[config.mk]
export PLATFORM = sky130hd
export DESIGN_NAME = pmc_device_flat
export DESIGN_NICKNAME = d
export VERILOG_FILES = /design/src/pmc_pkg.sv /design/src/pmc_if.sv /design/src/pmc_device.sv /design/src/flat_wrapper.sv
export SDC_FILE = /design/constraint.sdc
export NUM_CORES = 1
export LEC_CHECK = 0
export BUFFER_PORTS_ARGS = -buffer_cell sky130_fd_sc_hd__buf_2
export CORE_ASPECT_RATIO = 1.2
export CORE_MARGIN = 2
export CORE_UTILIZATION = 30
export DETAILED_ROUTE_END_ITERATION = 16
export GPL_TIMING_DRIVEN = 0
export HOLD_SLACK_MARGIN = 0.1
export PLACE_DENSITY_LB_ADDON = 0.15
export REMOVE_ABC_BUFFERS = 1
export SYNTH_ARGS = -nofsm -noshare
export SYNTH_HDL_FRONTEND = slang
export SYNTH_SLANG_ARGS = --single-unit
[constraint.sdc]
create_clock -name SYS_CLK_IN -period 3.97 [get_ports SYS_CLK_IN]
set_clock_uncertainty 0.15 [all_clocks]
set_input_delay 0.794 -clock SYS_CLK_IN [delete_from_list [all_inputs] [get_ports SYS_CLK_IN]]
set_output_delay 0.794 -clock SYS_CLK_IN [all_outputs]
set_load 0.02 [all_outputs]
[src/pmc_pkg.sv]
// Shared constants and types for the power mode and clock output control
package pmc_pkg;
  // ----------------------------------------------------------------
  // Clock rates and timing
  // ----------------------------------------------------------------
  localparam int unsigned PMC_CLK_HZ       = 100_000_000;
  localparam int unsigned PMC_XTAL_HZ      = 10_000_000;
  localparam int unsigned PMC_SLOW_HZ      = 32_000;
  localparam int unsigned PMC_XTAL_TICK    = PMC_CLK_HZ / PMC_XTAL_HZ;
  localparam int unsigned PMC_SLOW_HALF    = PMC_CLK_HZ / (2 * PMC_SLOW_HZ);
  localparam int unsigned PMC_XTAL_START_US = 50;
  localparam int unsigned PMC_XTAL_START_CYC =
    (PMC_XTAL_START_US * (PMC_CLK_HZ / 1_000_000));
  localparam int unsigned PMC_RECAL_S      = 30;
  localparam int unsigned PMC_RECAL_SLOW   = PMC_RECAL_S * PMC_SLOW_HZ;
  localparam int unsigned PMC_CAL_SLOW_CYC = 16;
  localparam logic [15:0] PMC_LONG_PERIOD  = 16'h8000;
  localparam int unsigned PMC_AFC_SETTLE   = 2;
  localparam int unsigned PMC_CNT_W        = 24;
  // ----------------------------------------------------------------
  // Reset values of the command bits
  // ----------------------------------------------------------------
  localparam logic        PMC_RST_RX_ON    = 1'b0;
  localparam logic        PMC_RST_XTAL_ON  = 1'b0;
  localparam logic        PMC_RST_WKUP_ON  = 1'b1;
  localparam logic        PMC_RST_BAT_ON   = 1'b0;
  localparam logic        PMC_RST_SLOW_SEL = 1'b1;
  localparam logic        PMC_RST_CAL_OFF  = 1'b0;
  localparam logic        PMC_RST_AFC_ON   = 1'b1;
  localparam logic [2:0]  PMC_RST_CLK_DIV  = 3'h0;
  localparam logic [15:0] PMC_RST_PERIOD   = 16'h0040;
  localparam int unsigned PMC_CAL_OFF_BIT  = 4;
  // ----------------------------------------------------------------
  // Types
  // ----------------------------------------------------------------
  typedef enum logic [1:0] {
    PMC_ACTIVE  = 2'b00,
    PMC_IDLE    = 2'b01,
    PMC_SLEEP   = 2'b10,
    PMC_STANDBY = 2'b11
  } pmc_mode_t;

  typedef enum logic [1:0] {
    PMC_RD_IDLE   = 2'b00,
    PMC_RD_SETTLE = 2'b01,
    PMC_RD_TAKE   = 2'b10
  } pmc_rd_t;

  // Half period of the fast output in system cycles; code 0 gives 1 MHz
  function automatic logic [15:0] pmc_fast_half(input logic [2:0] div);
    logic [15:0] xdiv;
    xdiv = 16'h0;
    case (div)
      3'h0: xdiv = 16'h000a;
      3'h1: xdiv = 16'h0008;
      3'h2: xdiv = 16'h0006;
      3'h3: xdiv = 16'h0005;
      3'h4: xdiv = 16'h0004;
      3'h5: xdiv = 16'h0003;
      3'h6: xdiv = 16'h0002;
      default: xdiv = 16'h0001;
    endcase
    return 16'((32'(xdiv) * PMC_XTAL_TICK) / 2);
  endfunction
endpackage

[src/pmc_if.sv]
// Link between the receiver clock controller and its host microcontroller
`timescale 1ns/1ns
`default_nettype none
interface pmc_if;
  logic        rx_on;
  logic        crystal_oscillator_on;
  logic        wakeup_timer_on;
  logic        battery_detector_on;
  logic        clock_output_off;
  logic        slow_clk_sel;
  logic        cal_off;
  logic        afc_on;
  logic [2:0]  clk_div;
  logic [15:0] wakeup_period;
  logic        mcu_clk;
  logic        wakeup_evt;
  logic        cal_done;
  logic [6:0]  freq_offset;

  modport device (
    input  rx_on, crystal_oscillator_on, wakeup_timer_on,
    input  battery_detector_on, clock_output_off, slow_clk_sel,
    input  cal_off, afc_on, clk_div, wakeup_period,
    output mcu_clk, wakeup_evt, cal_done, freq_offset
  );
  modport host (
    output rx_on, crystal_oscillator_on, wakeup_timer_on,
    output battery_detector_on, clock_output_off, slow_clk_sel,
    output cal_off, afc_on, clk_div, wakeup_period,
    input  mcu_clk, wakeup_evt, cal_done, freq_offset
  );
endinterface
`default_nettype wire

[src/pmc_device.sv]
// Receiver end: operating modes, dual clock output and wake-up timer
`timescale 1ns/1ns
`default_nettype none
module pmc_device
  import pmc_pkg::*;
#(
  parameter int unsigned XTAL_START_CYC = PMC_XTAL_START_CYC,
  parameter int unsigned RECAL_SLOW_CYC = PMC_RECAL_SLOW
) (
  input  wire logic       SYS_CLK_IN,
  input  wire logic       SYS_RST_IN,
  pmc_if.device           link,
  input  wire logic [6:0] AFC_OFFSET_IN,
  output logic [1:0]      MODE_OUT,
  output logic            XTAL_READY_OUT,
  output logic            CALIBRATING_OUT
);
  // ----------------------------------------------------------------
  // Operating mode
  // ----------------------------------------------------------------
  wire   en_bit   = link.rx_on;
  wire   ex_bit   = link.crystal_oscillator_on;
  wire   et_bit   = link.wakeup_timer_on;
  wire   keep_bit = link.wakeup_timer_on | link.battery_detector_on;
  pmc_mode_t nxt_mode;
  assign nxt_mode = (ex_bit & en_bit)  ? PMC_ACTIVE :
                    ex_bit             ? PMC_IDLE :
                    keep_bit           ? PMC_SLEEP : PMC_STANDBY;
  pmc_mode_t mode_ff;

  // ----------------------------------------------------------------
  // Crystal oscillator and startup detection
  // ----------------------------------------------------------------
  // Receiver bit alone also runs the crystal so it can bring back fast;
  // a pending switch to slow keeps it until the fast phase has ended
  logic en_fast_ff;
  wire  xtal_req = ex_bit | en_bit;
  wire  slow_ok  = link.slow_clk_sel & et_bit;
  wire  xtal_run = xtal_req | (en_fast_ff & slow_ok);
  logic [PMC_CNT_W-1:0] xtal_cnt_ff;
  logic                 xtal_ready_ff;
  wire  xtal_done = (32'(xtal_cnt_ff) >= XTAL_START_CYC - 1);

  // ----------------------------------------------------------------
  // Fast and slow source clocks
  // ----------------------------------------------------------------
  logic [15:0] fcnt_ff;
  logic        fclk_ff;
  wire  [15:0] fast_half = pmc_fast_half(link.clk_div);
  wire         fast_wrap = (fcnt_ff >= fast_half - 16'h1);
  wire         fast_fall = xtal_ready_ff & fast_wrap & fclk_ff;

  // RC oscillator belongs to the wake-up timer
  wire         rc_run = et_bit;
  logic [15:0] scnt_ff;
  logic        sclk_ff;
  wire         slow_wrap = (scnt_ff == 16'(PMC_SLOW_HALF - 1));
  wire         slow_fall = rc_run & slow_wrap & sclk_ff;

  // ----------------------------------------------------------------
  // Glitch-free switch
  // ----------------------------------------------------------------
  // Each enable only rises on its own clock's falling edge and only
  // once the other enable has dropped, so no phase is cut short.
  wire  want_fast = xtal_ready_ff & xtal_req;
  wire  want_slow = ~want_fast & slow_ok;
  logic en_slow_ff;
  logic clk_out_ff;
  wire  nxt_clk_out = ~link.clock_output_off &
                      ((fclk_ff & en_fast_ff) |
                       (sclk_ff & en_slow_ff));

  // ----------------------------------------------------------------
  // Wake-up timer and calibration
  // ----------------------------------------------------------------
  logic        et_d_ff;
  logic [15:0] wk_cnt_ff;
  logic        wk_evt_ff;
  logic [4:0]  cal_cnt_ff;
  logic        cal_busy_ff;
  logic        cal_done_ff;
  logic [PMC_CNT_W-1:0] recal_cnt_ff;
  wire  auto_cal   = ~link.cal_off;
  wire  et_rise    = et_bit & ~et_d_ff;
  wire  long_per   = (link.wakeup_period >= PMC_LONG_PERIOD);
  wire  recal_hit  = long_per & auto_cal & slow_fall &
                     (32'(recal_cnt_ff) >= RECAL_SLOW_CYC - 1);
  wire  cal_start  = (et_rise & auto_cal) | recal_hit;
  wire  cal_end    = cal_busy_ff & slow_fall & (cal_cnt_ff == 5'h0);
  wire  wk_hit     = et_bit & ~cal_busy_ff & slow_fall &
                     (wk_cnt_ff >= link.wakeup_period - 16'h1);
  logic [6:0] offs_ff;

  // ----------------------------------------------------------------
  // Registers
  // ----------------------------------------------------------------
  always_ff @(posedge SYS_CLK_IN) begin
    if (SYS_RST_IN) begin
      mode_ff       <= PMC_SLEEP;
      xtal_cnt_ff   <= '0;
      xtal_ready_ff <= 1'b0;
    end else begin
      mode_ff <= nxt_mode;
      if (!xtal_run) begin
        xtal_cnt_ff   <= '0;
        xtal_ready_ff <= 1'b0;
      end else if (xtal_done) begin
        xtal_ready_ff <= 1'b1;
      end else begin
        xtal_cnt_ff <= xtal_cnt_ff + 1'b1;
      end
    end
  end

  always_ff @(posedge SYS_CLK_IN) begin
    if (SYS_RST_IN || !xtal_ready_ff) begin
      fcnt_ff <= '0;
      fclk_ff <= 1'b0;
    end else if (fast_wrap) begin
      fcnt_ff <= '0;
      fclk_ff <= ~fclk_ff;
    end else begin
      fcnt_ff <= fcnt_ff + 16'h1;
    end
  end

  always_ff @(posedge SYS_CLK_IN) begin
    if (SYS_RST_IN || !rc_run) begin
      scnt_ff <= '0;
      sclk_ff <= 1'b0;
    end else if (slow_wrap) begin
      scnt_ff <= '0;
      sclk_ff <= ~sclk_ff;
    end else begin
      scnt_ff <= scnt_ff + 16'h1;
    end
  end

  // Only a stop with no switch pending drops an enable at once
  always_ff @(posedge SYS_CLK_IN) begin
    if (SYS_RST_IN) begin
      en_fast_ff <= 1'b0;
      en_slow_ff <= 1'b0;
      clk_out_ff <= 1'b0;
    end else begin
      if (!xtal_ready_ff) begin
        en_fast_ff <= 1'b0;
      end else if (fast_fall) begin
        en_fast_ff <= want_fast & ~en_slow_ff;
      end
      if (!rc_run) begin
        en_slow_ff <= 1'b0;
      end else if (slow_fall) begin
        en_slow_ff <= want_slow & ~en_fast_ff;
      end
      clk_out_ff <= nxt_clk_out;
    end
  end

  always_ff @(posedge SYS_CLK_IN) begin
    if (SYS_RST_IN) begin
      et_d_ff      <= 1'b0;
      wk_cnt_ff    <= '0;
      wk_evt_ff    <= 1'b0;
      cal_cnt_ff   <= '0;
      cal_busy_ff  <= 1'b0;
      cal_done_ff  <= 1'b0;
      recal_cnt_ff <= '0;
    end else begin
      et_d_ff   <= et_bit;
      wk_evt_ff <= wk_hit;
      if (!et_bit) begin
        wk_cnt_ff   <= '0;
        cal_busy_ff <= 1'b0;
      end else if (cal_start) begin
        cal_busy_ff <= 1'b1;
        cal_cnt_ff  <= 5'(PMC_CAL_SLOW_CYC - 1);
        wk_cnt_ff   <= '0;
      end else if (cal_end) begin
        cal_busy_ff <= 1'b0;
        cal_done_ff <= 1'b1;
      end else if (cal_busy_ff && slow_fall) begin
        cal_cnt_ff <= cal_cnt_ff - 5'h1;
      end else if (wk_hit) begin
        wk_cnt_ff <= '0;
      end else if (slow_fall && !cal_busy_ff) begin
        wk_cnt_ff <= wk_cnt_ff + 16'h1;
      end
      if (!et_bit || !long_per || !auto_cal || cal_start) begin
        recal_cnt_ff <= '0;
      end else if (slow_fall) begin
        recal_cnt_ff <= recal_cnt_ff + 1'b1;
      end
    end
  end

  // Offset is only trusted while the host has AFC off
  always_ff @(posedge SYS_CLK_IN) begin
    if (SYS_RST_IN) begin
      offs_ff <= '0;
    end else if (!link.afc_on) begin
      offs_ff <= AFC_OFFSET_IN;
    end
  end

  // ----------------------------------------------------------------
  // Outputs
  // ----------------------------------------------------------------
  assign link.mcu_clk     = clk_out_ff;
  assign link.wakeup_evt  = wk_evt_ff;
  assign link.cal_done    = cal_done_ff;
  assign link.freq_offset = offs_ff;
  assign MODE_OUT         = mode_ff;
  assign XTAL_READY_OUT   = xtal_ready_ff;
  assign CALIBRATING_OUT  = cal_busy_ff;
endmodule
`default_nettype wire

[src/flat_wrapper.sv]
// flat-port wrapper written by rule: the top's interface ports become plain ports
module pmc_device_flat import pmc_pkg::*;
#(
  parameter int unsigned XTAL_START_CYC = PMC_XTAL_START_CYC,
  parameter int unsigned RECAL_SLOW_CYC = PMC_RECAL_SLOW
)
  (SYS_CLK_IN, SYS_RST_IN, AFC_OFFSET_IN, MODE_OUT, XTAL_READY_OUT, CALIBRATING_OUT, link_rx_on, link_crystal_oscillator_on, link_wakeup_timer_on, link_battery_detector_on, link_clock_output_off, link_slow_clk_sel, link_cal_off, link_afc_on, link_clk_div, link_wakeup_period, link_mcu_clk, link_wakeup_evt, link_cal_done, link_freq_offset);
  pmc_if link_i ();
  input  wire logic SYS_CLK_IN;
  input  wire logic SYS_RST_IN;
  input  wire logic [6:0] AFC_OFFSET_IN;
  output logic [1:0] MODE_OUT;
  output logic XTAL_READY_OUT;
  output logic CALIBRATING_OUT;
  input wire logic [$bits(link_i.rx_on)-1:0] link_rx_on;
  input wire logic [$bits(link_i.crystal_oscillator_on)-1:0] link_crystal_oscillator_on;
  input wire logic [$bits(link_i.wakeup_timer_on)-1:0] link_wakeup_timer_on;
  input wire logic [$bits(link_i.battery_detector_on)-1:0] link_battery_detector_on;
  input wire logic [$bits(link_i.clock_output_off)-1:0] link_clock_output_off;
  input wire logic [$bits(link_i.slow_clk_sel)-1:0] link_slow_clk_sel;
  input wire logic [$bits(link_i.cal_off)-1:0] link_cal_off;
  input wire logic [$bits(link_i.afc_on)-1:0] link_afc_on;
  input wire logic [$bits(link_i.clk_div)-1:0] link_clk_div;
  input wire logic [$bits(link_i.wakeup_period)-1:0] link_wakeup_period;
  output wire logic [$bits(link_i.mcu_clk)-1:0] link_mcu_clk;
  output wire logic [$bits(link_i.wakeup_evt)-1:0] link_wakeup_evt;
  output wire logic [$bits(link_i.cal_done)-1:0] link_cal_done;
  output wire logic [$bits(link_i.freq_offset)-1:0] link_freq_offset;
  assign link_i.rx_on = link_rx_on;
  assign link_i.crystal_oscillator_on = link_crystal_oscillator_on;
  assign link_i.wakeup_timer_on = link_wakeup_timer_on;
  assign link_i.battery_detector_on = link_battery_detector_on;
  assign link_i.clock_output_off = link_clock_output_off;
  assign link_i.slow_clk_sel = link_slow_clk_sel;
  assign link_i.cal_off = link_cal_off;
  assign link_i.afc_on = link_afc_on;
  assign link_i.clk_div = link_clk_div;
  assign link_i.wakeup_period = link_wakeup_period;
  assign link_mcu_clk = link_i.mcu_clk;
  assign link_wakeup_evt = link_i.wakeup_evt;
  assign link_cal_done = link_i.cal_done;
  assign link_freq_offset = link_i.freq_offset;
  pmc_device #(.XTAL_START_CYC(XTAL_START_CYC), .RECAL_SLOW_CYC(RECAL_SLOW_CYC)) u_core (.SYS_CLK_IN(SYS_CLK_IN), .SYS_RST_IN(SYS_RST_IN), .link(link_i), .AFC_OFFSET_IN(AFC_OFFSET_IN), .MODE_OUT(MODE_OUT), .XTAL_READY_OUT(XTAL_READY_OUT), .CALIBRATING_OUT(CALIBRATING_OUT));
endmodule
Word-level counts from Yosys, hierarchy flattened --
Index checks and enable logic that the tools add are counted.
Operators by class: add/subtract/negate cells 8, multipliers 1, order comparisons 5, equality and inequality tests 8, muxes and demuxes 11, bitwise operators 44, reductions and logical operators 27
Operators by type and width (number):
- $add 16x1->16 const B | 3
- $add 24x1->24 const B | 2
- $ge 16x16->1 | 2
- $mux 16 | 2
- $sub 16x1->16 const B | 2
- $pmux 4 s7 | 1
- $and 1x1->1 | 24
- $ge 24x13->1 const B | 1
- $ge 24x20->1 const B | 1
- $eq 16x11->1 const B | 1
- $ge 16x16->1 const B | 1
- $mux 5 | 3
- $not 1->1 | 15
- $reduce_or 2->1 | 7
- $eq 3x3->1 const B | 3
- $reduce_and 3->1 | 3
- $mul 4x3->7 const B | 1
- $eq 3x2->1 const B | 2
- $reduce_bool 2->1 | 3
- $logic_not 5->1 | 1
- $logic_or 1x1->1 | 5
- $or 1x1->1 | 5
- $sub 5x1->5 const B | 1
- $logic_not 1->1 | 4
- other kinds (7) | 11
Storage, ports and cells: flip-flop bits (word level) 120, input bits 36, logic and storage cells 123

Depth between registers and ports, before layout --
depth after elaboration 8, mapped depth 14

Least setup slack after synthesis --
No wires, ideal clock.
path kind input to register, start point in link_wakeup_period[0], end point reg u_core.wk_cnt_ff[10], arrival time 3.357 ns, required time 3.703 ns, setup slack 0.345 ns, cell stages on the path 12, cells stage by stage inv_1 > ha_1 > nor3b_1 > nand2_1 > xor2_1 > ha_1 > nand4_1 > o311a_1 > o311a_1 > o311ai_2 > buf_2 > nor2_1
Between the ends: cells in the longest elaborated chain, start to end 6, elaborated cells on any way between the ends 12, classes of those cells 1 x add/sub; 2 x order compare; 1 x mux; 5 x bitwise; 3 x reduce/logical
RTL lines:
- from (decl) | RTL line flat_wrapper.sv:24 | input wire logic [$bits(link_i.wakeup_period)-1:0] link_wakeup_period;
- parallel branches: the longest is 6 deep, another holds $sub 16x1->16
- to (signal assigned) | RTL line pmc_device.sv:187 | wk_cnt_ff <= wk_cnt_ff + 16'h1;
- to (decl) | RTL line pmc_device.sv:77 | logic [15:0] wk_cnt_ff;
Parallel ways; which one is timed is not known. A chain may end at the register's enable or synchronous reset.

Worst setup path after layout --
start point in link_wakeup_period[0], end point reg u_core.wk_cnt_ff[6]
The elaborated chain is that of the path after synthesis.

==> impl_metrics.sql <==
INSERT INTO impl_metrics (metric_group, metric, value, unit) VALUES
('setup_path', 'cp_slowest_stage_delay', '0.46', 'ns'),
('power_and_ir_drop', 'design_power_total', '2.94', 'mW'),
('setup_path', 'critical_path_required', '4.12', 'ns'),
('logic_synthesis', 'synth_xor_area_share', '13.7', '%'),
('drt', 'route.vias.total', '4426', ''),
('drt', 'route.detailed.wl_per_inst', '12.3', 'µm'),
('power_and_ir_drop', 'power.share.clock', '53.6', '%'),
('sta', 'finalSetupViolations', '0', ''),
('drt', 'final_antenna_net_count', '0', ''),
('run_status', 'status', 'completed', ''),
('cts', 'clkSinkCount', '120', ''),
('finish', 'mostFrequentLayoutCells', 'sky130_fd_sc_hd__dfxtp_1, sky130_fd_sc_hd__nor2_1, sky130_fd_sc_hd__xnor2_1, sky130_fd_sc_hd__buf_2, sky130_fd_sc_hd__nand2_1', ''),
('grt', 'antenna_found_initial', '0', ''),
('drt', 'dr.pass1.iters', '4', ''),
('floorplan', 'ios', '50', ''),
('logic_synthesis', 'yosys_warnings', '0', ''),
('logic_synthesis', 'muxShareOfSynthArea', '1.62', '%'),
('placed_design', 'dp.final_hpwl', '8.70', 'mm'),
('logic_synthesis', 'synthAdderAreaFrac', '7.32', '%'),
('sta', 'clock.fmax', '290', 'MHz'),
('setup_path', 'critPathCaptureType', 'flip-flop', ''),
('logic_synthesis', 'seq_area_frac_synth', '42.6', '%'),
('cts', 'cts_tree', 'yes', ''),
('finish', 'post_route_cells_drive_above_1_share', '12.0', '%'),
('logic_synthesis', 'postSynth.topFlopCell', 'sky130_fd_sc_hd__dfxtp_1', ''),
('floorplan', 'die_h', '154', 'µm'),
('power_and_ir_drop', 'total_leakage_power', '2.55', 'nW'),
('finish', 'finalCoreUtilization', '37.1', '%'),
('drt', 'drc', '0', ''),
('grt', 'grt_pass1_vias', '4487', ''),
('sta', 'timing_worst_slew_pin_value', '0.854', 'ns'),
('logic_synthesis', 'synth_top_area_share', '42.6', '%'),
('logic_synthesis', 'synth_enable_flop_cells', '0', ''),
('cts', 'cts_buffers', '17', ''),
('sta', 'hold_ws', '0.308', 'ns'),
('logic_synthesis', 'syn_inst', '633', ''),
('setup_path', 'critical_path.top_delay_family', 'simple AND/OR/NAND/NOR gates', ''),
('power_and_ir_drop', 'vdd_drop_max', '0.199', 'mV'),
('setup_path', 'worstSetupPathType', 'in2reg', ''),
('placed_design', 'gp_routability_congestion', '0.789', ''),
('cts', 'clock-root-buffer', 'sky130_fd_sc_hd__clkbuf_16', ''),
('setup_path', 'cell_by_cell_listing_of_the_critical_path', 'buf_2 -> inv_1 -> ha_1 -> nor3b_1 -> nand2_1 -> nor4_1 -> xnor2_1 -> ha_1 -> nand2_1 -> o211ai_1 -> o2111ai_1 -> o311a_1 -> o311ai_4 -> buf_12 -> nor2_1', ''),
('finish', 'num_antenna_cells', '0', ''),
('sta', 'slew_headroom', '42.5', '%'),
('cts', 'cts.path.max_buffers', '2', ''),
('logic_synthesis', 'synth_compound_area_share', '6.14', '%'),
('floorplan', 'core_area', '18300', 'µm²'),
('floorplan', 'row_count', '54', ''),
('power_and_ir_drop', 'swShare', '20.0', '%'),
('logic_synthesis', 'largest_family_of_logic_cells_by_synthesized_area', 'simple AND/OR/NAND/NOR gates', ''),
('worst_hold_path', 'worstHoldPathType', 'reg2reg', ''),
('power_and_ir_drop', 'comb_power_share', '4.6', '%'),
('logic_synthesis', 'synth_seq_cells', '120', ''),
('grt', 'grt_first_pass_wirelength', '20.0', 'mm'),
('sta', 'final_min_period_over_clock_period', '86.8', '%'),
('logic_synthesis', 'synthDominantAreaCellType', 'sky130_fd_sc_hd__dfxtp_1', ''),
('floorplan', 'die_w', '129', 'µm'),
('logic_synthesis', 'post_synth_instance_area', '5640', 'µm²'),
('power_and_ir_drop', 'cellInternalPower', '2.35', 'mW'),
('drt', 'dr.first_iter.drc_count', '171', ''),
('sta', 'final-hold-violation-count', '0', ''),
('sta', 'slew_viol_final', '0', ''),
('sta', 'setup-tns-final', '0', 'ns'),
('logic_synthesis', 'post_synth_num_cell_types', '51', ''),
('grt', 'grt_remaining_overflow', '0', ''),
('sta', 'grt_setup_unrepaired', 'false', ''),
('power_and_ir_drop', 'power-per-cell-area', '433', 'nW/µm²'),
('setup_path', 'critPathSlowestCell', 'sky130_fd_sc_hd__nor3b_1', ''),
('placed_design', 'port-buffer-count', '49', ''),
('cts', 'h-tree-depth', '4', ''),
('floorplan', 'dieArea', '19900', 'µm²');
[cells in the mapped netlist (all sizes together) (4+ instances only)]
cell      n
a21oi    17
a31oi     6
and2     13
and3     13
and4      5
buf       5
clkbuf   11
dfxtp   120
ha       33
inv      18
mux2i     8
nand2    40
nand2b    8
nand3    30
nand4    14
nor2    107
nor2b     5
nor3     25
nor3b     4
nor4     17
o21ai     8
or4       4
xnor2    53
xor2     35
[path summary, 6_finish.rpt]
check	start	endpoint	cells after the start
max reg2reg	u_core.scnt_ff[2]$_SDFF_PP0_	u_core.recal_cnt_ff[21]$_SDFFE_PP0P_	6
min reg2reg	u_core.fcnt_ff[0]$_SDFF_PP0_	u_core.fcnt_ff[0]$_SDFF_PP0_	1
min	u_core.fcnt_ff[0]$_SDFF_PP0_	u_core.fcnt_ff[0]$_SDFF_PP0_	1
max	link_wakeup_period[0]	u_core.wk_cnt_ff[6]$_SDFFE_PP0P_	15
[power by group through the flow]
stage	sequential (mW)	clock [mW]	combinational (mW)
final	1.23	1.58	0.135
after floorplan	1.26	0	0.0730
after global routing	1.23	1.69	0.153
after detailed placement	1.25	0	0.133
after CTS	1.23	1.63	0.135
after global placement	1.25	0	0.130
[metrics by stage]
stage	instances	setup WS (ns)	cell area (µm²)
after floorplan	625	0.265	5600
after global placement	926	-0.434	6160
after detailed placement	926	-0.465	6160
after CTS	957	0.293	6780
after global routing	958	0.160	6800
final	958	0.525	6800
[kinds of logic after synthesis]
group / Yosys count
AO/OA/AOI/OAI: 51
XOR/XNOR: 88
adder cells (fa/ha/maj): 33
buffers and inverters: 34
flip-flops: 120
multiplexers: 9
other: 1
AND/OR/NAND/NOR: 297
[flip-flops by register name, summed over array words and instances, names as in the netlist, 2 cells and up]
name / count
u_core.recal_cnt_ff: 24
u_core.xtal_cnt_ff: 24
u_core.fcnt_ff: 16
u_core.scnt_ff: 16
u_core.wk_cnt_ff: 16
u_core.link.freq_offset: 7
u_core.cal_cnt_ff: 5
u_core.MODE_OUT: 2
[worst reg2reg max path: cells and delay by family, from the launching register on]
| kind | cells | cell delay, ns |
|---|---|---|
| DFF | 1 | 0.34 |
| and+or+nand+nor | 5 | 2.57 |
| AOI/OAI and AO/OA | 1 | 0.20 |
[routing by layer]
metal / global-route usage [%] / vias to the layer above / share of wire, %
met5: 0 / - / 0
met4: 4.40 / 0 / 1.4
met3: 3.32 / 14 / 3.0
met2: 22.0 / 51 / 51
met1: 14.1 / 2063 / 45
li1: - / 2298 / -
[repair_timing]
action	4_1_cts	5_1_grt
resized for setup	1	0
buffers inserted	0	1
pin swaps	0	1
setup endpoints to repair	14	9
hold buffers	0	0
[cell type report]
cell class | count | area, µm²
clock inverter | 9 | 148
sequential | 120 | 2400
multi-input combinational | 487 | 3140
inverter | 18 | 67.6
clock buffer | 22 | 464
tap | 252 | 315
fill | 1841 | 11500
timing repair buffer | 50 | 265
No activity file was read; power rests on OpenSTA's default activity.
